File: src/logic/i2c_master_pkg.sv
// Functional notes
// - Acknowledge action runs on data read, a read-direction command write, or an owner's address write after a read
// - ack_action is plain storage; 0 sends ACK, 1 sends NACK
// - master_command bits are write strobes and always read as zero
// - Command 0 does nothing; command 1 runs ack action (read direction only) then repeated Start
// - Command 2: read direction acks then receives; write direction sends a byte
// - Command 3 runs ack action (read direction only) then generates a Stop
// - ack_action and command in one write; the new ack_action applies
// - Address, data or command access clears status flags indirectly
// - read_done_flag set on clean byte read after an acknowledged address
// - Writing one clears each of the five flags; zero leaves them
// - write_done_flag set when address or byte write completes, errors or not
// - scl_hold_flag shows SCL held low; cleared by listed accesses
// - received_ack_bit is read-only, last acknowledge from the slave
// - arbitration_lost_flag set on loss during high bit, NACK or Start
// - Software rewrites the address after loss; that clears loss and error
// - bus_error_flag set on illegal Start, repeated Start or Stop
// - Bus error detection needs enabled bus logic and clock at least 4x SCL
// - bus_state_field: 0 unknown, 1 idle, 2 owner, 3 busy
// - Bus state unknown after reset, re-enable and while disabled
// - Writing 1 to bus_state_field forces idle; other values do nothing
// - Address write starts Start or Sr plus address, bit 0 is direction
// - Data write sends a byte, takes the acknowledge, sets write_done_flag
// - Data read sends ack first, receives a byte, sets read or write done
// - The enable bit turns the master function on
package i2c_master_pkg;

  // ----------------------------------------------------------------
  // Register word indexes (byte address is four times the index)
  // ----------------------------------------------------------------
  localparam logic [3:0] IDX_CONTROL_A = 4'h3;
  localparam logic [3:0] IDX_CONTROL_B = 4'h4;
  localparam logic [3:0] IDX_STATUS = 4'h5;
  localparam logic [3:0] IDX_BIT_RATE = 4'h6;
  localparam logic [3:0] IDX_TARGET_ADDRESS = 4'h7;
  localparam logic [3:0] IDX_DATA = 4'h8;
  localparam logic [7:0] REG_RESET = 8'h00;

  // ----------------------------------------------------------------
  // Field positions and encodings
  // ----------------------------------------------------------------
  localparam int CA_ENABLE = 0;
  localparam int CB_FLUSH = 3;
  localparam int CB_ACK_ACTION = 2;
  localparam int ST_READ_DONE = 7;
  localparam int ST_WRITE_DONE = 6;
  localparam int ST_SCL_HOLD = 5;
  localparam int ST_ARB_LOST = 3;
  localparam int ST_BUS_ERROR = 2;
  localparam logic [1:0] BUS_UNKNOWN = 2'h0;
  localparam logic [1:0] BUS_IDLE = 2'h1;
  localparam logic [1:0] BUS_OWNER = 2'h2;
  localparam logic [1:0] BUS_BUSY = 2'h3;
  localparam logic [1:0] CMD_NONE = 2'h0;
  localparam logic [1:0] CMD_RESTART = 2'h1;
  localparam logic [1:0] CMD_BYTE = 2'h2;
  localparam logic [1:0] CMD_STOP = 2'h3;
  localparam logic [1:0] PH_RISE = 2'h1;
  localparam logic [1:0] PH_HIGH = 2'h2;
  localparam logic [1:0] PH_FALL = 2'h3;
  localparam logic [2:0] LAST_BIT = 3'h7;

  typedef enum logic [6:0] {
    SEQ_IDLE = 7'h01,
    SEQ_WAIT = 7'h02,
    SEQ_ACK = 7'h04,
    SEQ_START = 7'h08,
    SEQ_BYTE = 7'h10,
    SEQ_RACK = 7'h20,
    SEQ_STOP = 7'h40
  } seq_state_type;

  typedef struct packed {
    logic cyc;
    logic stb;
    logic we;
    logic [5:0] adr;
    logic [3:0] sel;
    logic [31:0] dat;
  } wb_req_type;

  typedef struct packed {
    logic ack;
    logic [31:0] dat;
  } wb_resp_type;

  typedef struct packed {
    logic scl_out;
    logic scl_oe_n;
    logic sda_out;
    logic sda_oe_n;
  } i2c_pins_type;

  typedef struct packed {
    wb_resp_type resp;
    i2c_pins_type pins;
    logic [7:0] control_a;
    logic ack_action;
    logic [7:0] bit_rate_divider;
    logic [7:0] address;
    logic [7:0] shift;
    logic read_done_flag;
    logic write_done_flag;
    logic scl_hold_flag;
    logic received_ack_bit;
    logic arbitration_lost_flag;
    logic bus_error_flag;
    logic [1:0] bus_state_field;
    seq_state_type seq;
    logic [1:0] phase;
    logic [7:0] qcnt;
    logic [2:0] bitcnt;
    logic pend_ack;
    logic pend_start;
    logic pend_byte;
    logic pend_stop;
    logic rx;
    logic report;
    logic read_after;
    logic arb_in_op;
    logic err_in_op;
    logic bit_seen;
    logic scl_s1;
    logic scl_s2;
    logic scl_s3;
    logic sda_s1;
    logic sda_s2;
    logic sda_s3;
  } core_state_type;

endpackage : i2c_master_pkg

File: src/logic/i2c_master_command_status.sv
`timescale 1ns/100ps
module i2c_master_command_status
  import i2c_master_pkg::*;
(
  input wire logic core_clk,
  input wire logic rst_n,
  input wire wb_req_type wb_req,
  output wb_resp_type wb_resp,
  input wire logic scl_in,
  input wire logic sda_in,
  output i2c_pins_type pins
);

  core_state_type r;
  core_state_type next_r;

  logic access;
  logic wr;
  logic rd;
  logic [3:0] idx;
  logic [7:0] wdat;
  logic enabled;
  logic idle_ready;
  logic start_det;
  logic stop_det;
  logic ours;
  logic active;
  logic quarter;
  logic phase_go;
  logic sda_now;
  logic dispatch;
  logic scl_low;
  logic sda_low;
  logic [7:0] read_value;

  // ----------------------------------------------------------------
  // Bus decode and synchronised line views
  // ----------------------------------------------------------------
  assign access = wb_req.cyc & wb_req.stb & ~r.resp.ack;
  assign wr = access & wb_req.we & wb_req.sel[0];
  assign rd = access & ~wb_req.we;
  assign idx = wb_req.adr[5:2];
  assign wdat = wb_req.dat[7:0];
  assign enabled = r.control_a[CA_ENABLE];
  assign idle_ready = enabled & (r.seq == SEQ_IDLE);
  // Edges are judged on the second and third stages, never the first
  assign start_det = r.scl_s2 & r.scl_s3 & r.sda_s3 & ~r.sda_s2;
  assign stop_det = r.scl_s2 & r.scl_s3 & ~r.sda_s3 & r.sda_s2;
  assign ours = (r.seq == SEQ_START) | (r.seq == SEQ_STOP);
  assign active = (r.seq != SEQ_IDLE) & (r.seq != SEQ_WAIT);
  assign quarter = (r.qcnt == r.bit_rate_divider);
  // Entering the high phase waits for SCL to really rise: slaves may stretch
  assign phase_go = quarter & ((r.phase != PH_RISE) | r.scl_s2);
  assign sda_now = r.sda_s2;

  assign wb_resp = r.resp;
  assign pins = r.pins;

  // Prepare an operation; it leaves WAIT once the bus is not busy
  function automatic core_state_type arm(
    input core_state_type s,
    input logic a,
    input logic st,
    input logic b,
    input logic p,
    input logic rx,
    input logic rep,
    input logic ra
  );
    core_state_type t;
    t = s;
    t.pend_ack = a;
    t.pend_start = st;
    t.pend_byte = b;
    t.pend_stop = p;
    t.rx = rx;
    t.report = rep;
    t.read_after = ra;
    t.arb_in_op = 1'b0;
    t.err_in_op = 1'b0;
    t.seq = SEQ_WAIT;
    return t;
  endfunction : arm

  always_comb begin
    case (idx)
      IDX_CONTROL_A: read_value = r.control_a;
      IDX_CONTROL_B: read_value = {5'h00, r.ack_action, 2'h0};
      IDX_STATUS: read_value = {r.read_done_flag, r.write_done_flag, r.scl_hold_flag,
                                r.received_ack_bit, r.arbitration_lost_flag,
                                r.bus_error_flag, r.bus_state_field};
      IDX_BIT_RATE: read_value = r.bit_rate_divider;
      IDX_TARGET_ADDRESS: read_value = r.address;
      IDX_DATA: read_value = r.shift;
      default: read_value = 8'h00;
    endcase
  end

  always_comb begin
    next_r = r;
    dispatch = 1'b0;
    scl_low = 1'b0;
    sda_low = 1'b0;
    next_r.resp.ack = access;
    next_r.scl_s1 = scl_in;
    next_r.scl_s2 = r.scl_s1;
    next_r.scl_s3 = r.scl_s2;
    next_r.sda_s1 = sda_in;
    next_r.sda_s2 = r.sda_s1;
    next_r.sda_s3 = r.sda_s2;

    // --------------------------------------------------------------
    // Register accesses: clears come first so that later sets win
    // --------------------------------------------------------------
    if (rd) begin
      next_r.resp.dat = {24'h000000, read_value};
      if (idx == IDX_DATA && idle_ready && r.scl_hold_flag && r.address[0]) begin
        next_r.read_done_flag = 1'b0;
        next_r.write_done_flag = 1'b0;
        next_r.scl_hold_flag = 1'b0;
        next_r = arm(next_r, 1'b1, 1'b0, 1'b1, 1'b0, 1'b1, 1'b1, 1'b0);
      end
    end
    if (wr) begin
      case (idx)
        IDX_CONTROL_A: begin
          next_r.control_a = wdat;
        end
        IDX_CONTROL_B: begin
          next_r.ack_action = wdat[CB_ACK_ACTION];
          if (wdat[CB_FLUSH]) begin
            next_r.seq = SEQ_IDLE;
            next_r.address = REG_RESET;
            next_r.shift = REG_RESET;
            next_r.scl_hold_flag = 1'b0;
            next_r.bus_state_field = BUS_UNKNOWN;
          end else if (wdat[1:0] != CMD_NONE && idle_ready) begin
            next_r.read_done_flag = 1'b0;
            next_r.write_done_flag = 1'b0;
            next_r.scl_hold_flag = 1'b0;
            case (wdat[1:0])
              CMD_RESTART:
                next_r = arm(next_r, r.address[0], 1'b1, 1'b0, 1'b0, 1'b0, 1'b0,
                             1'b0);
              CMD_BYTE:
                next_r = arm(next_r, r.address[0], 1'b0, 1'b1, 1'b0, r.address[0],
                             1'b1, 1'b0);
              CMD_STOP:
                next_r = arm(next_r, r.address[0], 1'b0, 1'b0, 1'b1, 1'b0, 1'b0,
                             1'b0);
              default: next_r.seq = SEQ_IDLE;
            endcase
          end
        end
        IDX_STATUS: begin
          if (wdat[ST_READ_DONE]) next_r.read_done_flag = 1'b0;
          if (wdat[ST_WRITE_DONE]) next_r.write_done_flag = 1'b0;
          if (wdat[ST_SCL_HOLD]) next_r.scl_hold_flag = 1'b0;
          if (wdat[ST_ARB_LOST]) next_r.arbitration_lost_flag = 1'b0;
          if (wdat[ST_BUS_ERROR]) next_r.bus_error_flag = 1'b0;
          if (wdat[1:0] == BUS_IDLE && enabled) next_r.bus_state_field = BUS_IDLE;
        end
        IDX_BIT_RATE: begin
          next_r.bit_rate_divider = wdat;
        end
        IDX_TARGET_ADDRESS: begin
          next_r.address = wdat;
          next_r.read_done_flag = 1'b0;
          next_r.write_done_flag = 1'b0;
          next_r.scl_hold_flag = 1'b0;
          next_r.arbitration_lost_flag = 1'b0;
          next_r.bus_error_flag = 1'b0;
          if (idle_ready) begin
            if (r.bus_state_field == BUS_UNKNOWN) begin
              // Nothing is known about the bus, so refuse at once
              next_r.write_done_flag = 1'b1;
              next_r.bus_error_flag = 1'b1;
            end else begin
              next_r.shift = wdat;
              next_r = arm(next_r, r.address[0] & (r.bus_state_field == BUS_OWNER), 1'b1,
                           1'b1, 1'b0, 1'b0, 1'b1, wdat[0]);
            end
          end
        end
        IDX_DATA: begin
          // Writes during shifting are dropped to protect the byte on the wire
          if (idle_ready) begin
            next_r.shift = wdat;
            next_r.read_done_flag = 1'b0;
            next_r.write_done_flag = 1'b0;
            next_r.scl_hold_flag = 1'b0;
            next_r = arm(next_r, 1'b0, 1'b0, 1'b1, 1'b0, 1'b0, 1'b1, 1'b0);
          end
        end
        default: begin
          next_r.resp.dat = r.resp.dat;
        end
      endcase
    end

    // --------------------------------------------------------------
    // Bit sequencer: four phases of divider+1 cycles each
    // --------------------------------------------------------------
    if (r.seq == SEQ_WAIT && r.bus_state_field != BUS_BUSY) begin
      dispatch = 1'b1;
    end
    if (active) begin
      if (!quarter) begin
        next_r.qcnt = r.qcnt + 8'h01;
      end else if (phase_go) begin
        next_r.qcnt = 8'h00;
        next_r.phase = r.phase + 2'h1;
        case (r.seq)
          SEQ_START: begin
            if (r.phase == PH_RISE && !sda_now) begin
              next_r.arbitration_lost_flag = 1'b1;
              next_r.write_done_flag = 1'b1;
              next_r.bus_state_field = BUS_BUSY;
              next_r.seq = SEQ_IDLE;
            end else if (r.phase == PH_FALL) begin
              next_r.bus_state_field = BUS_OWNER;
              dispatch = 1'b1;
            end
          end
          SEQ_ACK: begin
            if (r.phase == PH_HIGH && r.ack_action && !sda_now && !r.arb_in_op) begin
              next_r.arbitration_lost_flag = 1'b1;
              next_r.arb_in_op = 1'b1;
            end
            if (r.phase == PH_FALL) dispatch = 1'b1;
          end
          SEQ_BYTE: begin
            if (r.phase == PH_HIGH) begin
              next_r.shift = {r.shift[6:0], sda_now};
              if (!r.rx && !r.arb_in_op && r.shift[7] && !sda_now) begin
                next_r.arbitration_lost_flag = 1'b1;
                next_r.arb_in_op = 1'b1;
              end
            end
            if (r.phase == PH_FALL) begin
              if (r.bitcnt != LAST_BIT) begin
                next_r.bitcnt = r.bitcnt + 3'h1;
              end else if (r.rx) begin
                dispatch = 1'b1;
              end else begin
                next_r.seq = SEQ_RACK;
              end
            end
          end
          SEQ_RACK: begin
            if (r.phase == PH_HIGH) next_r.received_ack_bit = sda_now;
            if (r.phase == PH_FALL) begin
              // A read address goes on to one byte only after the slave acked
              if (r.read_after && !r.received_ack_bit && !r.arb_in_op) begin
                next_r.pend_byte = 1'b1;
                next_r.rx = 1'b1;
              end
              dispatch = 1'b1;
            end
          end
          SEQ_STOP: begin
            if (r.phase == PH_FALL) begin
              next_r.bus_state_field = BUS_IDLE;
              dispatch = 1'b1;
            end
          end
          default: next_r.seq = SEQ_IDLE;
        endcase
      end
    end
    if (dispatch) begin
      next_r.phase = 2'h0;
      next_r.qcnt = 8'h00;
      next_r.bitcnt = 3'h0;
      if (next_r.pend_ack) begin
        next_r.pend_ack = 1'b0;
        next_r.seq = SEQ_ACK;
      end else if (next_r.pend_start) begin
        next_r.pend_start = 1'b0;
        next_r.seq = SEQ_START;
      end else if (next_r.pend_byte) begin
        next_r.pend_byte = 1'b0;
        next_r.seq = SEQ_BYTE;
      end else if (next_r.pend_stop) begin
        next_r.pend_stop = 1'b0;
        next_r.seq = SEQ_STOP;
      end else begin
        next_r.seq = SEQ_IDLE;
        if (r.seq != SEQ_STOP) begin
          // After losing the bus the clock is no longer ours to hold
          next_r.scl_hold_flag = ~r.arb_in_op;
          if (r.arb_in_op) next_r.bus_state_field = BUS_BUSY;
          if (r.report) begin
            if (r.rx && !r.arb_in_op && !r.err_in_op) begin
              next_r.read_done_flag = 1'b1;
            end else begin
              next_r.write_done_flag = 1'b1;
            end
          end
        end
      end
    end

    // --------------------------------------------------------------
    // Bus monitor: conditions made by others
    // --------------------------------------------------------------
    if (enabled) begin
      if (start_det) begin
        next_r.bit_seen = 1'b0;
      end else if (r.scl_s2 && !r.scl_s3) begin
        next_r.bit_seen = 1'b1;
      end
      // Needs the core clock at least four times SCL to see both edges
      if (!ours && ((start_det || stop_det) && r.bus_state_field == BUS_OWNER ||
                    stop_det && !r.bit_seen)) begin
        next_r.bus_error_flag = 1'b1;
        next_r.err_in_op = active;
      end
      if (!ours && start_det) next_r.bus_state_field = BUS_BUSY;
      if (!ours && stop_det) next_r.bus_state_field = BUS_IDLE;
    end

    // --------------------------------------------------------------
    // Disable and line drive
    // --------------------------------------------------------------
    if (!next_r.control_a[CA_ENABLE]) begin
      next_r.seq = SEQ_IDLE;
      next_r.scl_hold_flag = 1'b0;
      next_r.bus_state_field = BUS_UNKNOWN;
    end
    scl_low = (next_r.phase == 2'h0) | (next_r.phase == PH_FALL && next_r.seq != SEQ_STOP);
    sda_low = ~r.pins.sda_oe_n;
    case (next_r.seq)
      SEQ_IDLE: begin
        scl_low = next_r.scl_hold_flag;
        sda_low = next_r.scl_hold_flag & ~r.pins.sda_oe_n;
      end
      SEQ_WAIT: scl_low = ~r.pins.scl_oe_n;
      SEQ_START: sda_low = next_r.phase[1];
      SEQ_STOP: sda_low = next_r.phase != PH_FALL;
      SEQ_ACK: begin
        if (next_r.phase == 2'h0) sda_low = ~next_r.ack_action & ~next_r.arb_in_op;
      end
      SEQ_BYTE: begin
        // Only 1s go out once arbitration is lost
        if (next_r.phase == 2'h0) begin
          sda_low = ~next_r.rx & ~next_r.arb_in_op & ~next_r.shift[7];
        end
      end
      SEQ_RACK: begin
        if (next_r.phase == 2'h0) sda_low = 1'b0;
      end
      default: scl_low = 1'b0;
    endcase
    next_r.pins.scl_out = 1'b0;
    next_r.pins.sda_out = 1'b0;
    next_r.pins.scl_oe_n = ~scl_low;
    next_r.pins.sda_oe_n = ~sda_low;

    if (!rst_n) begin
      next_r = '0;
      next_r.seq = SEQ_IDLE;
      next_r.pins.scl_oe_n = 1'b1;
      next_r.pins.sda_oe_n = 1'b1;
    end
  end

  always_ff @(posedge core_clk) begin
    r <= next_r;
  end

endmodule : i2c_master_command_status

File: config.mk
export PLATFORM = sky130hd
export DESIGN_NAME = i2c_master_command_status
export DESIGN_NICKNAME = d
export VERILOG_FILES = /design/src/logic/i2c_master_pkg.sv /design/src/logic/i2c_master_command_status.sv
export SDC_FILE = /design/constraint.sdc
export NUM_CORES = 1
export LEC_CHECK = 0
export CAP_MARGIN = 5
export CELL_PAD_IN_SITES_DETAIL_PLACEMENT = 0
export CELL_PAD_IN_SITES_GLOBAL_PLACEMENT = 1
export CORE_AREA = 5 5 119 121
export CTS_CLUSTER_DIAMETER = 80
export DETAILED_ROUTE_END_ITERATION = 8
export DIE_AREA = 0 0 124 126
export DONT_BUFFER_PORTS = 1
export GPL_TIMING_DRIVEN = 0
export PLACE_DENSITY = 0.81
export SYNTH_ARGS = -nofsm -noshare
export SYNTH_HDL_FRONTEND = slang
export SYNTH_SLANG_ARGS = --single-unit
File: constraint.sdc
create_clock -name core_clk -period 3.4 [get_ports core_clk]
set_clock_uncertainty 0.1 [all_clocks]
set_input_delay 0.34 -clock core_clk [delete_from_list [all_inputs] [get_ports core_clk]]
set_output_delay 0.34 -clock core_clk [all_outputs]
set_load 0.1 [all_outputs]
==> summary.md <==
| Metric | Value |
|---|---|
| Run status | `complete, but fails checks` |
| Violated checks | `setup timing` |
| Most common cell after layout, fill and taps aside | `nor2_1` |
| GP Congestion | `0.952` |
| WHS Path Cells | `1` |
| Die width | `124 µm` |
| Netlist Area Pre-Place | `5490 µm²` |
| Post-synth EDFFs | `0` |
| Worst skew pair latency | `360 ps` |
| Startpoint of the worst-slack reg-to-reg timing path | `r[31]$_SDFF_PN0_` |
| Sequential area share after synthesis | `32.1%` |
| Detailed Place HPWL | `13.9 mm` |
| Die H | `126 µm` |
| Crit-path leading delay family | `simple AND/OR/NAND/NOR gates` |
| Post-route design area | `6630 µm²` |
| RSZ-0062 raised after global routing | `true` |
| Slowest-stage cell, CP | `o32a_4` |
| Non-Filler Instances | `937` |
| Final wirelength | `19.1 mm` |
| Fillcell total | `1294` |
| Post-Route Hold Slack | `9.62 ps` |
| Layout cells sized above 1 | `21.7%` |
| Layout area overhead | `20.8%` |
| Pwr per Cell Area | `363 nW/µm²` |
| Ys async rst share | `0%` |
| Vias | `5641` |
| Unique masters post-synth | `81` |
| Htree depth | `3` |
| Io pins | `86` |
| Routed Antenna Nets | `0` |
| WS Path Type | `register to register` |
| Commonest non-fill, non-tap cells in the layout | `nor2_1 (90), dfxtp_1 (79), buf_4 (68), nand2_1 (51), a21oi_1 (37)` |
| Max clock buf depth | `2` |
| Drt wl/cell | `20.4 µm` |
| Yosys Warn Count | `0` |
| Max Clock Freq | `287 MHz` |
| Avg Vias per Cell | `6.02` |
| Worst hold path class | `primary input to register` |
| Antenna Cells | `0` |
| Critical path required time | `3510 ps` |
| Final TNS setup | `-82.6 ps` |
| Die area | `15600 µm²` |
| WP buf/inv | `1` |
| Hold buffer count at cts | `0` |
| First-pass GRT wire length | `29.1 mm` |
| Num CTS Buffers | `9` |
| Synth Register Bits | `88` |
| Pre-Repair DR Iteration Count | `5` |
| Worst endpoint data arrival time | `3600 ps` |
| Cells after synthesis | `697` |
| Grt total ovfl | `0` |
| Least-Margin Pin Slew | `1260 ps` |
| CTS sink count | `88` |
| GR Util All Layers | `24.1%` |
| Worst hold endpoint | `r[2]$_SDFF_PN0_` |
| Core box area | `13000 µm²` |
| R2r worst-path depth | `11` |
| Fin util | `51.1%` |
| Fin. Hold Viols | `0` |
| Final Setup Violations | `1` |
| Maxcap violations | `0` |
| Slew HR | `15.0%` |
| Minimum clock period | `3480 ps` |
| Crit share post-route | `102%` |
| Max VDD drop | `233 µV` |
| CTS tree | `done` |
| Worst reg-to-reg setup slack | `-80 ps` |
| Crit Path Max Fanout | `10` |
| Sequence of cells on the critical path | `buf_2 > or2_4 > o32a_4 > and3_4 > and4_4 > or3_4 > nor4b_4 > mux2i_2 > nand4_1 > o211ai_1 > o311ai_2` |
| DRC errors left | `0` |
| Area after DPL | `5810 µm²` |
| Final net count | `810` |
| Vias in the first global route | `5229` |
| FP Rows | `42` |
| Syn avg cell area | `7.87 µm²` |
| Initial antenna violation count | `0` |
| Iter 0 DRT Violations | `829` |
| Hold_sp | `sda_in` |
| Pins Over Slew Limit | `0` |
| Largest net degree at the start of global routing | `18` |
| Synth Flop Type | `dfxtp_1` |
| Placed insts | `898` |
| Clk slew on worst S/H paths | `70 ps` |
| # port buffers | `0` |
| CP peak stage delay | `390 ps` |
| Crit start category | `register` |
| Critical Path End Type | `register` |
| Final worst setup slack | `-82.6 ps` |
| Initial Utilization | `42.3%` |
| Pleak | `2.47 nW` |
| Root Buffer | `clkbuf_16` |
synthesized netlist by cell type (all sizes together), types with 3 or more instances:
| master | instances | share of area (%) |
|---|---|---|
| and3 | 15 | 1.8 |
| or3 | 7 | 0.89 |
| a221oi | 6 | 0.96 |
| nor4 | 6 | 0.80 |
| nor2b | 6 | 0.68 |
| nand3 | 31 | 2.8 |
| a31oi | 11 | 1.3 |
| and2 | 14 | 1.6 |
| o21ai | 33 | 3.2 |
| o21a | 6 | 0.82 |
| a22o | 8 | 1.3 |
| nor2 | 92 | 6.3 |
| nand4 | 19 | 2.2 |
| nor4b | 3 | 0.59 |
| xnor2 | 4 | 0.64 |
| ha | 5 | 1.1 |
| xor2 | 10 | 1.6 |
| and4 | 5 | 0.84 |
| a22oi | 19 | 2.6 |
| o21bai | 5 | 0.68 |
| nand3b | 3 | 0.41 |
| a21oi | 40 | 3.6 |
| o22ai | 5 | 0.57 |
| nand2 | 51 | 3.5 |
| nor3b | 5 | 0.68 |
| mux2i | 17 | 3.1 |
| nand2b | 9 | 1.0 |
| a31o | 3 | 0.48 |
| o211ai | 8 | 1.1 |
| clkbuf | 27 | 1.8 |
| dfxtp | 88 | 32 |
| nor4bb | 4 | 0.73 |
| or2 | 8 | 0.91 |
| inv | 13 | 0.89 |
| nor3 | 19 | 2.0 |
| a211oi | 10 | 1.4 |
| buf | 45 | 6.0 |
timing repair:
item / 4_1_cts / 5_1_grt
resized for setup: 44 / 32
setup endpoints to repair: 7 / 2
pin swaps: 16 / 25
buffers inserted: 15 / 15
worst max-delay path by stage:
stage | slack [ps] | startpoint | cells after the start | endpoint
5_1_grt | -170 | r[33]$_SDFF_PN0_ | 11 | register
2_1_floorplan | 4 | r[33]$_SDFF_PN0_ | 13 | register
3_3_place_gp | -770 | wb_req[40] | 10 | register
4_1_cts | -70 | r[33]$_SDFF_PN0_ | 12 | register
3_5_place_dp | -790 | wb_req[40] | 10 | register
6_report | -80 | r[31]$_SDFF_PN0_ | 11 | register
power by group:
group | switching (mW) | total (mW) | leakage, nW | internal (mW)
clock network | 0.492 | 1.08 | 0.155 | 0.587
logic | 0.235 | 0.288 | 1.60 | 0.0521
registers | 0.00574 | 1.04 | 0.715 | 1.04
total | 0.734 | 2.41 | 2.47 | 1.68
per-stage QoR:
step / power, mW / setup WS, ps
final: 2.41 / -82.6
after global routing: 2.46 / -168
after CTS: 2.41 / -72.9
after detailed placement: 1.35 / -790
after global placement: 1.35 / -769
after floorplan: 1.32 / 4.21
metal layers:
metal,wire length [µm],vias up,track usage [%]
met3,1380,57,3.63
met1,8200,2688,32.4
met2,8770,275,38.0
met5,0,-,0
met4,727,0,11.1
li1,-,2621,-
area by class of cell:
class / count / area (µm²) / share of cell area [%]
inverter: 13 / 48.8 / 0.736
tap: 176 / 220 / 3.32
clock inverter: 7 / 88.8 / 1.34
timing repair buffer: 30 / 250 / 3.78
sequential: 88 / 1780 / 26.8
multi-input combinational: 549 / 3600 / 54.4
clock buffer: 9 / 225 / 3.40
buffer: 65 / 414 / 6.25
kinds of logic (layout without fill, tap and decap cells):
group           Yosys count  in the layout  synth area share, %
other cells               1             26               0.0684
simple gates            303            303                 28.7
compound gates          183            183                 23.6
xor+xnor                 14             14                 2.24
mux                      18             18                 3.31
flops                    88             88                 32.1
fa+ha+maj                 5              5                 1.14
buf+inv                  85            124                 8.76
No activity file was read; power rests on OpenSTA's default activity.
